--- config.mk ---
export PLATFORM = sky130hd
export DESIGN_NAME = drive_status_register
export DESIGN_NICKNAME = d
export VERILOG_FILES = /design/src/drive_status_pkg.sv /design/src/cmd_class_decode.sv /design/src/drive_status_register.sv
export SDC_FILE = /design/constraint.sdc
export NUM_CORES = 1
export LEC_CHECK = 0
export ABC_AREA = 1
export BUFFER_PORTS_ARGS = -buffer_cell sky130_fd_sc_hd__buf_4
export CORE_ASPECT_RATIO = 0.5
export CORE_MARGIN = 2
export CORE_UTILIZATION = 50
export CTS_BUF_LIST = sky130_fd_sc_hd__clkbuf_8 sky130_fd_sc_hd__clkbuf_16
export DETAILED_ROUTE_END_ITERATION = 7
export GPL_ROUTABILITY_DRIVEN = 0
export HOLD_SLACK_MARGIN = 0.03
export PLACE_DENSITY = 0.79
export SETUP_SLACK_MARGIN = 0.3
export SKIP_LAST_GASP = 1
export SLEW_MARGIN = 20
export SYNTH_ARGS = -nofsm -noshare
export SYNTH_HDL_FRONTEND = slang
export SYNTH_SLANG_ARGS = --single-unit
--- constraint.sdc ---
create_clock -name sys_clk -period 1.3 [get_ports sys_clk]
set_input_delay 0.065 -clock sys_clk [delete_from_list [all_inputs] [get_ports sys_clk]]
set_output_delay 0.065 -clock sys_clk [all_outputs]
set_load 0.05 [all_outputs]
--- src/drive_status_pkg.sv ---
/*
  Constants, encodings and types shared by the drive status register logic.
  Assumes a single drive logic clock; command codes arrive as a five bit
  function field.
*/
package drive_status_pkg;

  // ----------------------------------------------------------------
  // Status word layout
  // ----------------------------------------------------------------
  localparam int unsigned STATUS_W     = 16;
  localparam int unsigned HL_W         = 6;
  localparam int unsigned BIT_HL_LO    = 0;
  localparam int unsigned BIT_HL_HI    = 5;
  localparam int unsigned BIT_SLOW     = 0;
  localparam int unsigned BIT_FAST     = 1;
  localparam int unsigned BIT_GUARD    = 2;
  localparam int unsigned BIT_REVERSE  = 3;
  localparam int unsigned BIT_BELOW    = 4;
  localparam int unsigned BIT_ONE      = 5;
  localparam int unsigned BIT_VV       = 6;
  localparam int unsigned BIT_DRY      = 7;
  localparam int unsigned BIT_DPR      = 8;
  localparam int unsigned BIT_PGM      = 9;
  localparam int unsigned BIT_LST      = 10;
  localparam int unsigned BIT_WRL      = 11;
  localparam int unsigned BIT_MOL      = 12;
  localparam int unsigned BIT_PIP      = 13;
  localparam int unsigned BIT_ERR      = 14;
  localparam int unsigned BIT_ATA      = 15;

  localparam logic [STATUS_W-1:0] STATUS_ZERO = 16'h0000;
  localparam logic [HL_W-1:0]     HL_CLEAR    = 6'h00;
  localparam logic                DRY_RESET   = 1'b1;

  // ----------------------------------------------------------------
  // Difference counter limits
  // ----------------------------------------------------------------
  localparam int unsigned   DIFF_W     = 8;
  localparam logic [7:0]    DIFF_LIMIT = 8'h40;
  localparam logic [7:0]    DIFF_ONE   = 8'h01;

  // ----------------------------------------------------------------
  // Controller select switch and identities
  // ----------------------------------------------------------------
  localparam logic [1:0] SW_NEUTRAL = 2'h0;
  localparam logic       CTRL_A     = 1'b0;
  localparam logic       CTRL_B     = 1'b1;

  // ----------------------------------------------------------------
  // Function codes
  // ----------------------------------------------------------------
  localparam logic [4:0] FN_NOP      = 5'h00;
  localparam logic [4:0] FN_UNLOAD   = 5'h01;
  localparam logic [4:0] FN_SEEK     = 5'h02;
  localparam logic [4:0] FN_RECAL    = 5'h03;
  localparam logic [4:0] FN_DCLR     = 5'h04;
  localparam logic [4:0] FN_RELEASE  = 5'h05;
  localparam logic [4:0] FN_OFFSET   = 5'h06;
  localparam logic [4:0] FN_CENTER   = 5'h07;
  localparam logic [4:0] FN_PRESET   = 5'h08;
  localparam logic [4:0] FN_PACK_ACK = 5'h09;
  localparam logic [4:0] FN_SEARCH   = 5'h0C;

  typedef enum logic [1:0] {
    CLS_READY,
    CLS_POSITION,
    CLS_OTHER
  } cmd_class_t;

  typedef enum logic {
    EX_IDLE,
    EX_RUN
  } exec_t;

endpackage

--- src/cmd_class_decode.sv ---
/*
  Function code classifier for the drive status logic.
  Purely combinational; the caller samples the outputs with its start strobe.
*/
module cmd_class_decode (
  input  wire logic [4:0]                    code,
  output drive_status_pkg::cmd_class_t       cls,
  output logic                               is_unload,
  output logic                               is_drive_clear,
  output logic                               is_volume_set
);

  always_comb
  begin
    is_unload      = (code == drive_status_pkg::FN_UNLOAD);
    is_drive_clear = (code == drive_status_pkg::FN_DCLR);
    is_volume_set  = (code == drive_status_pkg::FN_PACK_ACK) ||
                     (code == drive_status_pkg::FN_PRESET);
    unique case (code)
      drive_status_pkg::FN_NOP,
      drive_status_pkg::FN_DCLR,
      drive_status_pkg::FN_PACK_ACK,
      drive_status_pkg::FN_PRESET:
        cls = drive_status_pkg::CLS_READY;
      drive_status_pkg::FN_UNLOAD,
      drive_status_pkg::FN_RECAL,
      drive_status_pkg::FN_SEARCH,
      drive_status_pkg::FN_SEEK,
      drive_status_pkg::FN_OFFSET,
      drive_status_pkg::FN_CENTER:
        cls = drive_status_pkg::CLS_POSITION;
      // Transfers, release and illegal codes
      default:
        cls = drive_status_pkg::CLS_OTHER;
    endcase
  end

endmodule

--- src/drive_status_register.sv ---
/*
  Drive status register of a moving-head disk drive's control logic:
  head-load monitor bits, volume valid per controller, ready, present,
  programmable, last sector, write lock, medium on-line, positioning,
  composite error and attention, plus the attention line.
  Assumes all inputs are synchronous to sys_clk, events are one-cycle
  pulses, and sys_rst stands for the initialize line at power-on.
*/
module drive_status_register (
  input  wire logic                     sys_clk,
  input  wire logic                     sys_rst,
  input  wire logic                     drive_init,
  input  wire logic                     head_load_mode,
  input  wire logic                     start_pulse,
  input  wire logic                     slow_forward_seen,
  input  wire logic                     fast_forward_seen,
  input  wire logic                     inner_guard_band_seen,
  input  wire logic                     go_reverse_seen,
  input  wire logic                     reverse_seek,
  input  wire logic [7:0]               diff_count,
  input  wire logic                     file_ready,
  input  wire logic                     power_up_done,
  input  wire logic [1:0]               ctrl_switch,
  input  wire logic                     spindle_down,
  input  wire logic                     off_line,
  input  wire logic                     write_protect_sw,
  input  wire logic                     write_req,
  input  wire logic                     last_sector,
  input  wire logic                     err_any,
  input  wire logic                     data_transfer,
  input  wire logic                     cmd_start,
  input  wire logic [4:0]               cmd_code,
  input  wire logic                     cmd_ctrl,
  input  wire logic                     cmd_done,
  input  wire logic                     dual_mode,
  input  wire logic                     owner,
  input  wire logic                     other_request,
  input  wire logic                     attn_clear,
  input  wire logic                     status_rd,
  input  wire logic                     reader,
  output logic [15:0]                   status_data,
  output logic                          status_valid,
  output logic                          attention,
  output logic                          write_allowed
);

  // ----------------------------------------------------------------
  // State
  // ----------------------------------------------------------------
  typedef struct packed {
    drive_status_pkg::exec_t      exec;
    drive_status_pkg::cmd_class_t cls;
    logic                         unload_run;
    logic                         armed;
    logic [5:0]                   hl;
    logic                         vv_a;
    logic                         vv_b;
    logic                         drive_ready;
    logic                         positioning_in_progress;
    logic                         programmable_select;
    logic                         last_sector_done;
    logic                         medium_on_line;
    logic                         err;
    logic                         err_prev;
    logic                         attention_active;
    logic                         pend_a;
    logic                         pend_b;
    logic [15:0]                  rd_data;
    logic                         rd_valid;
  } state_t;

  state_t st;
  state_t next_st;

  drive_status_pkg::cmd_class_t dec_cls;
  logic                         dec_unload;
  logic                         dec_dclr;
  logic                         dec_vol;

  cmd_class_decode u_decode (
    .code           (cmd_code),
    .cls            (dec_cls),
    .is_unload      (dec_unload),
    .is_drive_clear (dec_dclr),
    .is_volume_set  (dec_vol)
  );

  logic [5:0]  hl_set;
  logic        dclr_evt;
  logic        pos_done;
  logic        err_evt;
  logic        avail_evt;
  logic        mol_change;
  logic        ata_set;
  logic        ata_clr;
  logic [15:0] word;

  // ----------------------------------------------------------------
  // Next state
  // ----------------------------------------------------------------
  always_comb
  begin
    next_st          = st;
    next_st.rd_valid = 1'b0;
    hl_set = drive_status_pkg::HL_CLEAR;
    hl_set[drive_status_pkg::BIT_SLOW]    = head_load_mode && st.armed && slow_forward_seen;
    hl_set[drive_status_pkg::BIT_FAST]    = head_load_mode && fast_forward_seen;
    hl_set[drive_status_pkg::BIT_GUARD]   = head_load_mode && inner_guard_band_seen;
    hl_set[drive_status_pkg::BIT_REVERSE] = head_load_mode && go_reverse_seen;
    hl_set[drive_status_pkg::BIT_BELOW]   = head_load_mode && reverse_seek &&
                                            (diff_count < drive_status_pkg::DIFF_LIMIT);
    hl_set[drive_status_pkg::BIT_ONE]     = head_load_mode &&
                                            (diff_count == drive_status_pkg::DIFF_ONE);
    if (head_load_mode && start_pulse)
      next_st.armed = 1'b1;
    if (file_ready)
    begin
      // Completed load wipes the fault record; a same-cycle detection survives
      next_st.hl    = hl_set;
      next_st.armed = 1'b0;
    end
    else
    begin
      next_st.hl = st.hl | hl_set;
    end
    // Medium on-line, set beats clear
    if (file_ready)
      next_st.medium_on_line = 1'b1;
    else if (spindle_down || off_line)
      next_st.medium_on_line = 1'b0;
    mol_change = (next_st.medium_on_line != st.medium_on_line);
    // Programmable bit and volume valid at cycle up
    if (power_up_done)
    begin
      next_st.programmable_select  = (ctrl_switch == drive_status_pkg::SW_NEUTRAL);
      next_st.vv_a = 1'b0;
      next_st.vv_b = 1'b0;
    end
    // Command execution; the controller only starts when ready
    dclr_evt = 1'b0;
    pos_done = 1'b0;
    if (cmd_start)
    begin
      next_st.cls        = dec_cls;
      next_st.unload_run = dec_unload;
      dclr_evt           = dec_dclr;
      if (dec_vol)
      begin
        if (cmd_ctrl == drive_status_pkg::CTRL_A)
          next_st.vv_a = 1'b1;
        else
          next_st.vv_b = 1'b1;
      end
      unique case (dec_cls)
        drive_status_pkg::CLS_READY:
        begin
          // Finishes at once, ready never drops
          next_st.exec = drive_status_pkg::EX_IDLE;
          next_st.drive_ready  = 1'b1;
          next_st.positioning_in_progress  = 1'b0;
        end
        drive_status_pkg::CLS_POSITION:
        begin
          next_st.exec = drive_status_pkg::EX_RUN;
          next_st.drive_ready  = 1'b0;
          next_st.positioning_in_progress  = 1'b1;
        end
        drive_status_pkg::CLS_OTHER:
        begin
          next_st.exec = drive_status_pkg::EX_RUN;
          next_st.drive_ready  = 1'b0;
          next_st.positioning_in_progress  = 1'b0;
        end
      endcase
    end
    else if (cmd_done && (st.exec == drive_status_pkg::EX_RUN))
    begin
      next_st.exec       = drive_status_pkg::EX_IDLE;
      next_st.drive_ready        = 1'b1;
      next_st.positioning_in_progress        = 1'b0;
      next_st.unload_run = 1'b0;
      pos_done           = (st.cls == drive_status_pkg::CLS_POSITION);
    end
    // Set beats initialize, and drive clear for the error bit
    next_st.last_sector_done = last_sector || (st.last_sector_done && !drive_init);
    next_st.err      = err_any || (st.err && !(dclr_evt || drive_init));
    next_st.err_prev = err_any;
    err_evt          = err_any && !st.err_prev && !data_transfer;
    // Availability to a controller that asked while the drive was held
    avail_evt = 1'b0;
    if (dual_mode && other_request)
    begin
      if (owner != drive_status_pkg::CTRL_A)
        next_st.pend_a = 1'b1;
      if (owner != drive_status_pkg::CTRL_B)
        next_st.pend_b = 1'b1;
    end
    if (st.pend_a && (owner == drive_status_pkg::CTRL_A))
    begin
      next_st.pend_a = 1'b0;
      avail_evt      = dual_mode;
    end
    if (st.pend_b && (owner == drive_status_pkg::CTRL_B))
    begin
      next_st.pend_b = 1'b0;
      avail_evt      = dual_mode;
    end
    // Attention: only drive events set it, set beats clear
    ata_set     = pos_done || err_evt || avail_evt || (mol_change && !st.unload_run);
    ata_clr     = dclr_evt || attn_clear || drive_init;
    next_st.attention_active = ata_set || (st.attention_active && !ata_clr);
    // Status word as seen by the reading controller
    word = drive_status_pkg::STATUS_ZERO;
    word[drive_status_pkg::BIT_HL_HI:drive_status_pkg::BIT_HL_LO] = st.hl;
    word[drive_status_pkg::BIT_VV]  = (reader == drive_status_pkg::CTRL_A) ? st.vv_a
                                                                           : st.vv_b;
    word[drive_status_pkg::BIT_DRY] = st.drive_ready;
    word[drive_status_pkg::BIT_DPR] = !dual_mode || (reader == owner);
    word[drive_status_pkg::BIT_PGM] = st.programmable_select;
    word[drive_status_pkg::BIT_LST] = st.last_sector_done;
    word[drive_status_pkg::BIT_WRL] = write_protect_sw;
    word[drive_status_pkg::BIT_MOL] = st.medium_on_line;
    word[drive_status_pkg::BIT_PIP] = st.positioning_in_progress;
    word[drive_status_pkg::BIT_ERR] = st.err;
    word[drive_status_pkg::BIT_ATA] = st.attention_active;
    // Read path only; no write path exists, so writes vanish silently
    if (status_rd)
    begin
      next_st.rd_valid = 1'b1;
      next_st.rd_data  = (dual_mode && (reader != owner)) ? drive_status_pkg::STATUS_ZERO
                                                           : word;
    end
  end

  // ----------------------------------------------------------------
  // Registers
  // ----------------------------------------------------------------
  always_ff @(posedge sys_clk or posedge sys_rst)
  begin
    if (sys_rst)
    begin
      st      <= '0;
      st.exec <= drive_status_pkg::EX_IDLE;
      st.cls  <= drive_status_pkg::CLS_READY;
      st.drive_ready  <= drive_status_pkg::DRY_RESET;
    end
    else
    begin
      st <= next_st;
    end
  end

  // ----------------------------------------------------------------
  // Outputs
  // ----------------------------------------------------------------
  assign status_data   = st.rd_data;
  assign status_valid  = st.rd_valid;
  assign attention     = st.attention_active;
  // Write gate is combinational so a protected drive never starts a write
  assign write_allowed = write_req && !write_protect_sw;
endmodule

==> out/results.ini, run 1 <==
[outcome]
status=finished clean

[die]
ios=62
fp.dieH_um=48.0
die_area_um2=4420
num_rows=15
core_area_um2=3570
initial_core_util_pct=54.3
die_w_um=92.0

[worst_setup_path]
cp_top_family=flip-flops
cp_slowest_cell=dfrtp_1
reg2reg_depth=3
r2r_start=st[28]
required_ps=1450
reg2reg_to=status_data[6]
r2r_slack_ps=350
endpoint_kind=register
path_buf_inv=0
path_cells=or2_2 -> o21ai_2 -> o22ai_1
slowest_delay_ps=390
setup.worst_path.start_class=register
cp.arrival_ps=1100
crit_type=reg2reg
cp_max_fo=2

[clocking]
root_buffer=clkbuf_8
clk_pin_slew_worst_paths_ps=80
cts.path.max_buffers=2
cts-buffers-inserted=5
insertion_delay_ps=290
cts-htree-levels=2
clkSinkCount=40
cts_tree=done

[job]
cap_viol_max_count=0

[detailed_routing]
route.detailed.drc=0
drt-initial-drc-count=49
dr.pass1.iters=5
antenna_left=0
via_count=1546
drt-total-wl_mm=4.01
wl_per_cell_um=12.2
via_per_inst=4.70

[synth]
yosysTopAreaCellShare_pct=50.4
ys_types=27
synth_area_leaders=dfrtp_1 (50%), inv_1 (9.3%), buf_4 (6.2%)
ys_seq_elements=40
synth.cell_area_um2=1940
syn_area_per_cell_um2=9.17
yosys.area.top_type=dfrtp_1
synthCells=211
synth_fp_nets=255
yosysWarnings=0
yosysSeqAreaShare_pct=51.8

[sta]
finalCriticalPeriod_ps=949
max_freq_mhz=1050
relSlewSlack_pct=80.9
rsz0062_at_grt=no
setup_viol=0
setup-tns-final_ps=0
tightest_slew_ps=286
period_share_pct=73.0
hold_viol=0
drv_slew=0
fin_skew_ps=9.67

[global_routing]
gr-usage-all-layers_pct=19.7
grt_overflow=0
antenna_found_initial=0
grt_pass1_wl_mm=6.53
grt_max_degree=41
grt_pass1_vias=1504

[hold_path]
hp-start=reverse_seek
hold_path_class=in2reg
worstHoldEndpoint=st[33]
hold_path_depth=3

[finish]
insertedDiodeCount=0
drive_gt1_share_pct=30.2
layout.cells.non_filler=329
layout.nets=321
stdcell_area_um2=2580
area_growth_syn_to_layout_pct=33.2
nFillCells=296

[placement]
dp_hpwl_mm=2.86
placement.io_buffers=61
place_area_um2=2310
dpl.cell_count=304

[pwr]
ir_worst_vdd_mv=0.616
power_density_nw_per_um2=1140
power_leakage_nw=1.35

through the flow:
stage,power (mW),hold slack [ps],setup WS (ps),util (%)
after floorplan,1.90,96.4,302,-
after global placement,2.06,140,275,64.9
after detailed placement,2.08,152,174,64.9
after CTS,2.94,34.4,300,72.2
after global routing,3.05,48.2,314,72.3
final,2.93,38.4,351,72.3
cell families (layout without fill, tap and decap cells):
group                    after synthesis  count (layout)  share of synthesized area, %
AO/OA/AOI/OAI                         38              38                          14.4
adder cells (fa/ha/maj)                1               1                         0.646
AND/OR/NAND/NOR                       64              64                          15.5
buffers and inverters                 68             135                          17.8
flip-flops                            40              40                          51.8
state kept, by name (all words and copies together), names as in the netlist:
name and count:
status_data 16, st 22, attention 1, status_valid 1
worst max path at each step:
| stage | startpoint | slack (ps) | cells past startpoint | end |
|---|---|---|---|---|
| 2_1_floorplan | attention | 300 | 4 | attention |
| 3_3_place_gp | cmd_code[1] | 270 | 8 | st[26] |
| 3_5_place_dp | cmd_code[1] | 170 | 7 | st[39] |
| 4_1_cts | st[28] | 300 | 3 | status_data[6] |
| 5_1_grt | st[28] | 310 | 3 | status_data[6] |
| 6_report | st[28] | 350 | 3 | status_data[6] |
report_power, final:
group,total (mW),internal [mW],switching [mW]
registers,1.39,1.34,0.0466
logic,0.707,0.281,0.426
clock network,0.831,0.417,0.413
total,2.93,2.04,0.886
synthesized netlist by cell type, drive strengths merged:
| master | number |
|---|---|
| nor2 | 13 |
| dfstp | 1 |
| clkbuf | 2 |
| nand3b | 1 |
| o21ai | 14 |
| o21bai | 2 |
| o22ai | 14 |
| inv | 48 |
| or2 | 2 |
| nand4 | 3 |
| dfrtp | 39 |
| o31ai | 1 |
| a21oi | 6 |
| o21a | 1 |
| buf | 18 |
| nand3 | 16 |
| ha | 1 |
| nand2 | 29 |
metal layers:
| metal | up-vias | track usage (%) | routed length [um] |
|---|---|---|---|
| met4 | 0 | 5.97 | 13 |
| met1 | 719 | 22.3 | 1760 |
| met5 | - | 0 | 0 |
| met3 | 2 | 4.25 | 174 |
| met2 | 39 | 39.7 | 2070 |
| li1 | 786 | - | - |
what timing repair did:
action,CTS,global route
setup endpoints to repair,0,1
hold buffers,17,0
endpoints found under the hold margin,54,0
buffers inserted,0,0
resized for setup,0,2
worst reg2reg max path: stages, from the launching register on:
cell and delay (ps):
dfrtp_1 390, or2_2 280, o21ai_2 60, o22ai_1 80
layout by cell type (no fill, tap or decap), drive strengths merged:
cell type    synthesis  final
clkbuf               2      6
o21ai               14     14
a21oi                6      6
inv                 48     50
buf                 18     62
dfstp                1      1
o21bai               2      2
nand2               29     29
nor2                13     13
o21a                 1      1
nand3               16     16
o22ai               14     14
nand3b               1      1
o31ai                1      1
ha                   1      1
nand4                3      3
dfrtp               39     39
or2                  2      2
dlygate4sd3          0     17
cell type report:
class / count / area [um2] / area share, %
Sequential cell: 40 / 1000 / 38.9
Clock inverter: 2 / 7.51 / 0.291
Multi-Input combinational cell: 103 / 593 / 23.0
Clock buffer: 6 / 82.6 / 3.20
Timing Repair Buffer: 79 / 648 / 25.1
Inverter: 48 / 180 / 6.99
Tap cell: 51 / 63.8 / 2.48
Note: power is estimated with default switching activity, not from simulation.
==> run 2: changes to the inputs <==
--- a/config.mk
+++ b/config.mk
@@ -9,12 +9,12 @@
 export BUFFER_PORTS_ARGS = -buffer_cell sky130_fd_sc_hd__buf_4
 export CORE_ASPECT_RATIO = 0.5
 export CORE_MARGIN = 2
-export CORE_UTILIZATION = 50
+export CORE_UTILIZATION = 45
 export CTS_BUF_LIST = sky130_fd_sc_hd__clkbuf_8 sky130_fd_sc_hd__clkbuf_16
 export DETAILED_ROUTE_END_ITERATION = 7
 export GPL_ROUTABILITY_DRIVEN = 0
 export HOLD_SLACK_MARGIN = 0.03
-export PLACE_DENSITY = 0.79
+export PLACE_DENSITY = 0.75
 export SETUP_SLACK_MARGIN = 0.3
 export SKIP_LAST_GASP = 1
 export SLEW_MARGIN = 20
==> constraint.sdc (replaced) <==
create_clock -name sys_clk -period 0.87 [get_ports sys_clk]
set_input_delay 0.0435 -clock sys_clk [delete_from_list [all_inputs] [get_ports sys_clk]]
set_output_delay 0.0435 -clock sys_clk [all_outputs]
set_load 0.05 [all_outputs]
==> run 2 against run 1 <==
Net effect:
- the flow now finishes with violations (hold timing, setup timing)
- total power rose by 57%
- final area rose by 8.8%
- final cell count rose by 2.1%
==> out/results.ini, run 2 (same netlist as run 1, synthesis figures left out) <==
[finish]
area_growth_syn_to_layout_pct=44.9
drive_gt1_share_pct=55.0
final_common_cell=buf_4
mostFrequentLayoutCells=buf_4 (51), dfrtp_1 (37), buf_6 (30)
largest_register_ffs=22
insertedDiodeCount=0
layout.nets=325
layout.cells.non_filler=336
top_register=st

[sta]
drv_slew=0
relSlewSlack_pct=79.4
fin_ws_ps=-48.0
tightest_slew_ps=308
fin_skew_ps=9.89
hold_viol=48
setup_viol=20
period_share_pct=106
setup-tns-final_ps=-423
finalCriticalPeriod_ps=918
whs_ps=-290
max_freq_mhz=1090
rsz0062_at_grt=yes

[worst_setup_path]
crit_type=reg2out
setup.worst_path.start_class=register
slowest_delay_ps=420
r2r_slack_ps=-20
cp_max_fo=2
r2r_start=st[17]
cp_slowest_cell=dfrtp_1
reg2reg_to=attention
reg2reg_depth=4
cp.arrival_ps=870
path_buf_inv=1
worstSetupPathDepth=1
cp_top_family=flip-flops
endpoint_kind=primary output
startpoint=status_data[9]
path_cells=buf_6
cp-endpoint=status_data[9]
required_ps=830

[detailed_routing]
wl_per_cell_um=13.0
dr.pass1.iters=4
antenna_left=0
drt-total-wl_mm=4.38
drt-initial-drc-count=32
via_count=1564
route.detailed.drc=0
via_per_inst=4.65

[hold_path]
hold_path_class=in2async

[global_routing]
grt_pass1_wl_mm=6.87
grt_overflow=0
grt_pass1_vias=1564
grt_max_degree=23
gr-usage-all-layers_pct=18.1
antenna_found_initial=0

[placement]
dpl.cell_count=312
dp_hpwl_mm=3.08
placement.io_buffers=61

[pwr]
switching_share_pct=31.4
pwr-share-clk_pct=25.0
comb_power_share_pct=29.2
netSwitchingPower_mw=1.45
p_int_mw=3.16
power_density_nw_per_um2=1640
pwr-share-seq_pct=45.8
power_leakage_nw=1.43
ir_worst_vdd_mv=0.827

[die]
core_area_um2=4000
die_w_um=96.8
fp.dieH_um=50.4
num_rows=16
initial_core_util_pct=48.3
die_area_um2=4870
ios=62

[clocking]
cts_tree=done
clkSinkCount=40
cts-htree-levels=2
root_buffer=clkbuf_8
cts.path.max_buffers=2
clk_pin_slew_worst_paths_ps=80
insertion_delay_ps=290
cts_hold_buffers=1
cts-buffers-inserted=5

[outcome]
status=finished, violations left
violations=hold timing, setup timing

[job]
cap_viol_max_count=0

## run 2: cell types whose count changed in the layout (fill, tap and decap cells not counted), sizes merged
| cell | change |
|---|---|
| clkbuf | -1 |
| inv | -1 |
| clkinv | +1 |
| dlymetal6s4s | +1 |
| buf | +20 |
| dlygate4sd3 | -17 |
| clkinvlp | +1 |
## run 2: power groups by stage
stage / clock [mW] / sequential [mW] / combinational [mW]
after CTS: 1.18 / 2.10 / 1.19
after global routing: 1.28 / 2.13 / 1.44
final: 1.15 / 2.11 / 1.35
after detailed placement: 0 / 2.12 / 1.07
after global placement: 0 / 2.11 / 1.04
after floorplan: 0 / 2.15 / 0.789
## run 2: worst min-delay path by stage
stage	start	end	slack [ps]	depth (start not counted)
floorplan	sys_rst	st[17]	20	1
global placement	sys_rst	status_data[6]	20	2
detailed placement	sys_rst	status_data[6]	20	2
CTS	sys_rst	status_data[6]	-290	2
global route	sys_rst	status_data[6]	-290	2
finish	sys_rst	status_data[6]	-290	2
## run 2: final cells by class
class | instances | area (um2)
fillers | 325 | 1200
flip-flops and latches | 40 | 1000
repair buffers | 83 | 753
multi-input cells | 103 | 681
inverters | 48 | 216
clock buffers | 5 | 68.8
well taps | 54 | 67.6
clock inverters | 3 | 12.5
## run 2: routing by layer
metal,global-route usage (%),routed length [um],up-vias
li1,-,-,789
met1,21.8,1920,736
met2,32.3,2220,33
met3,4.87,184,6
met4,5.63,53,0
met5,0,0,-
## run 2: what timing repair did
item,CTS,global route
setup endpoints to repair,56,56
pin swaps,11,8
setup buffers,5,10
hold endpoints to repair,60,55
gates resized for setup,32,34
## run 2: metrics by stage
step,total power [mW],area (um2),util (%),setup WS [ps],hold WS (ps)
after floorplan,2.93,2060,-,12.9,21.9
after global placement,3.16,2420,60.3,-113,22.5
after detailed placement,3.19,2420,60.3,-196,24.6
after CTS,4.47,2640,65.9,-39.3,-290
after global routing,4.85,2800,70.0,-84.2,-294
final,4.61,2800,70.0,-48.0,-290
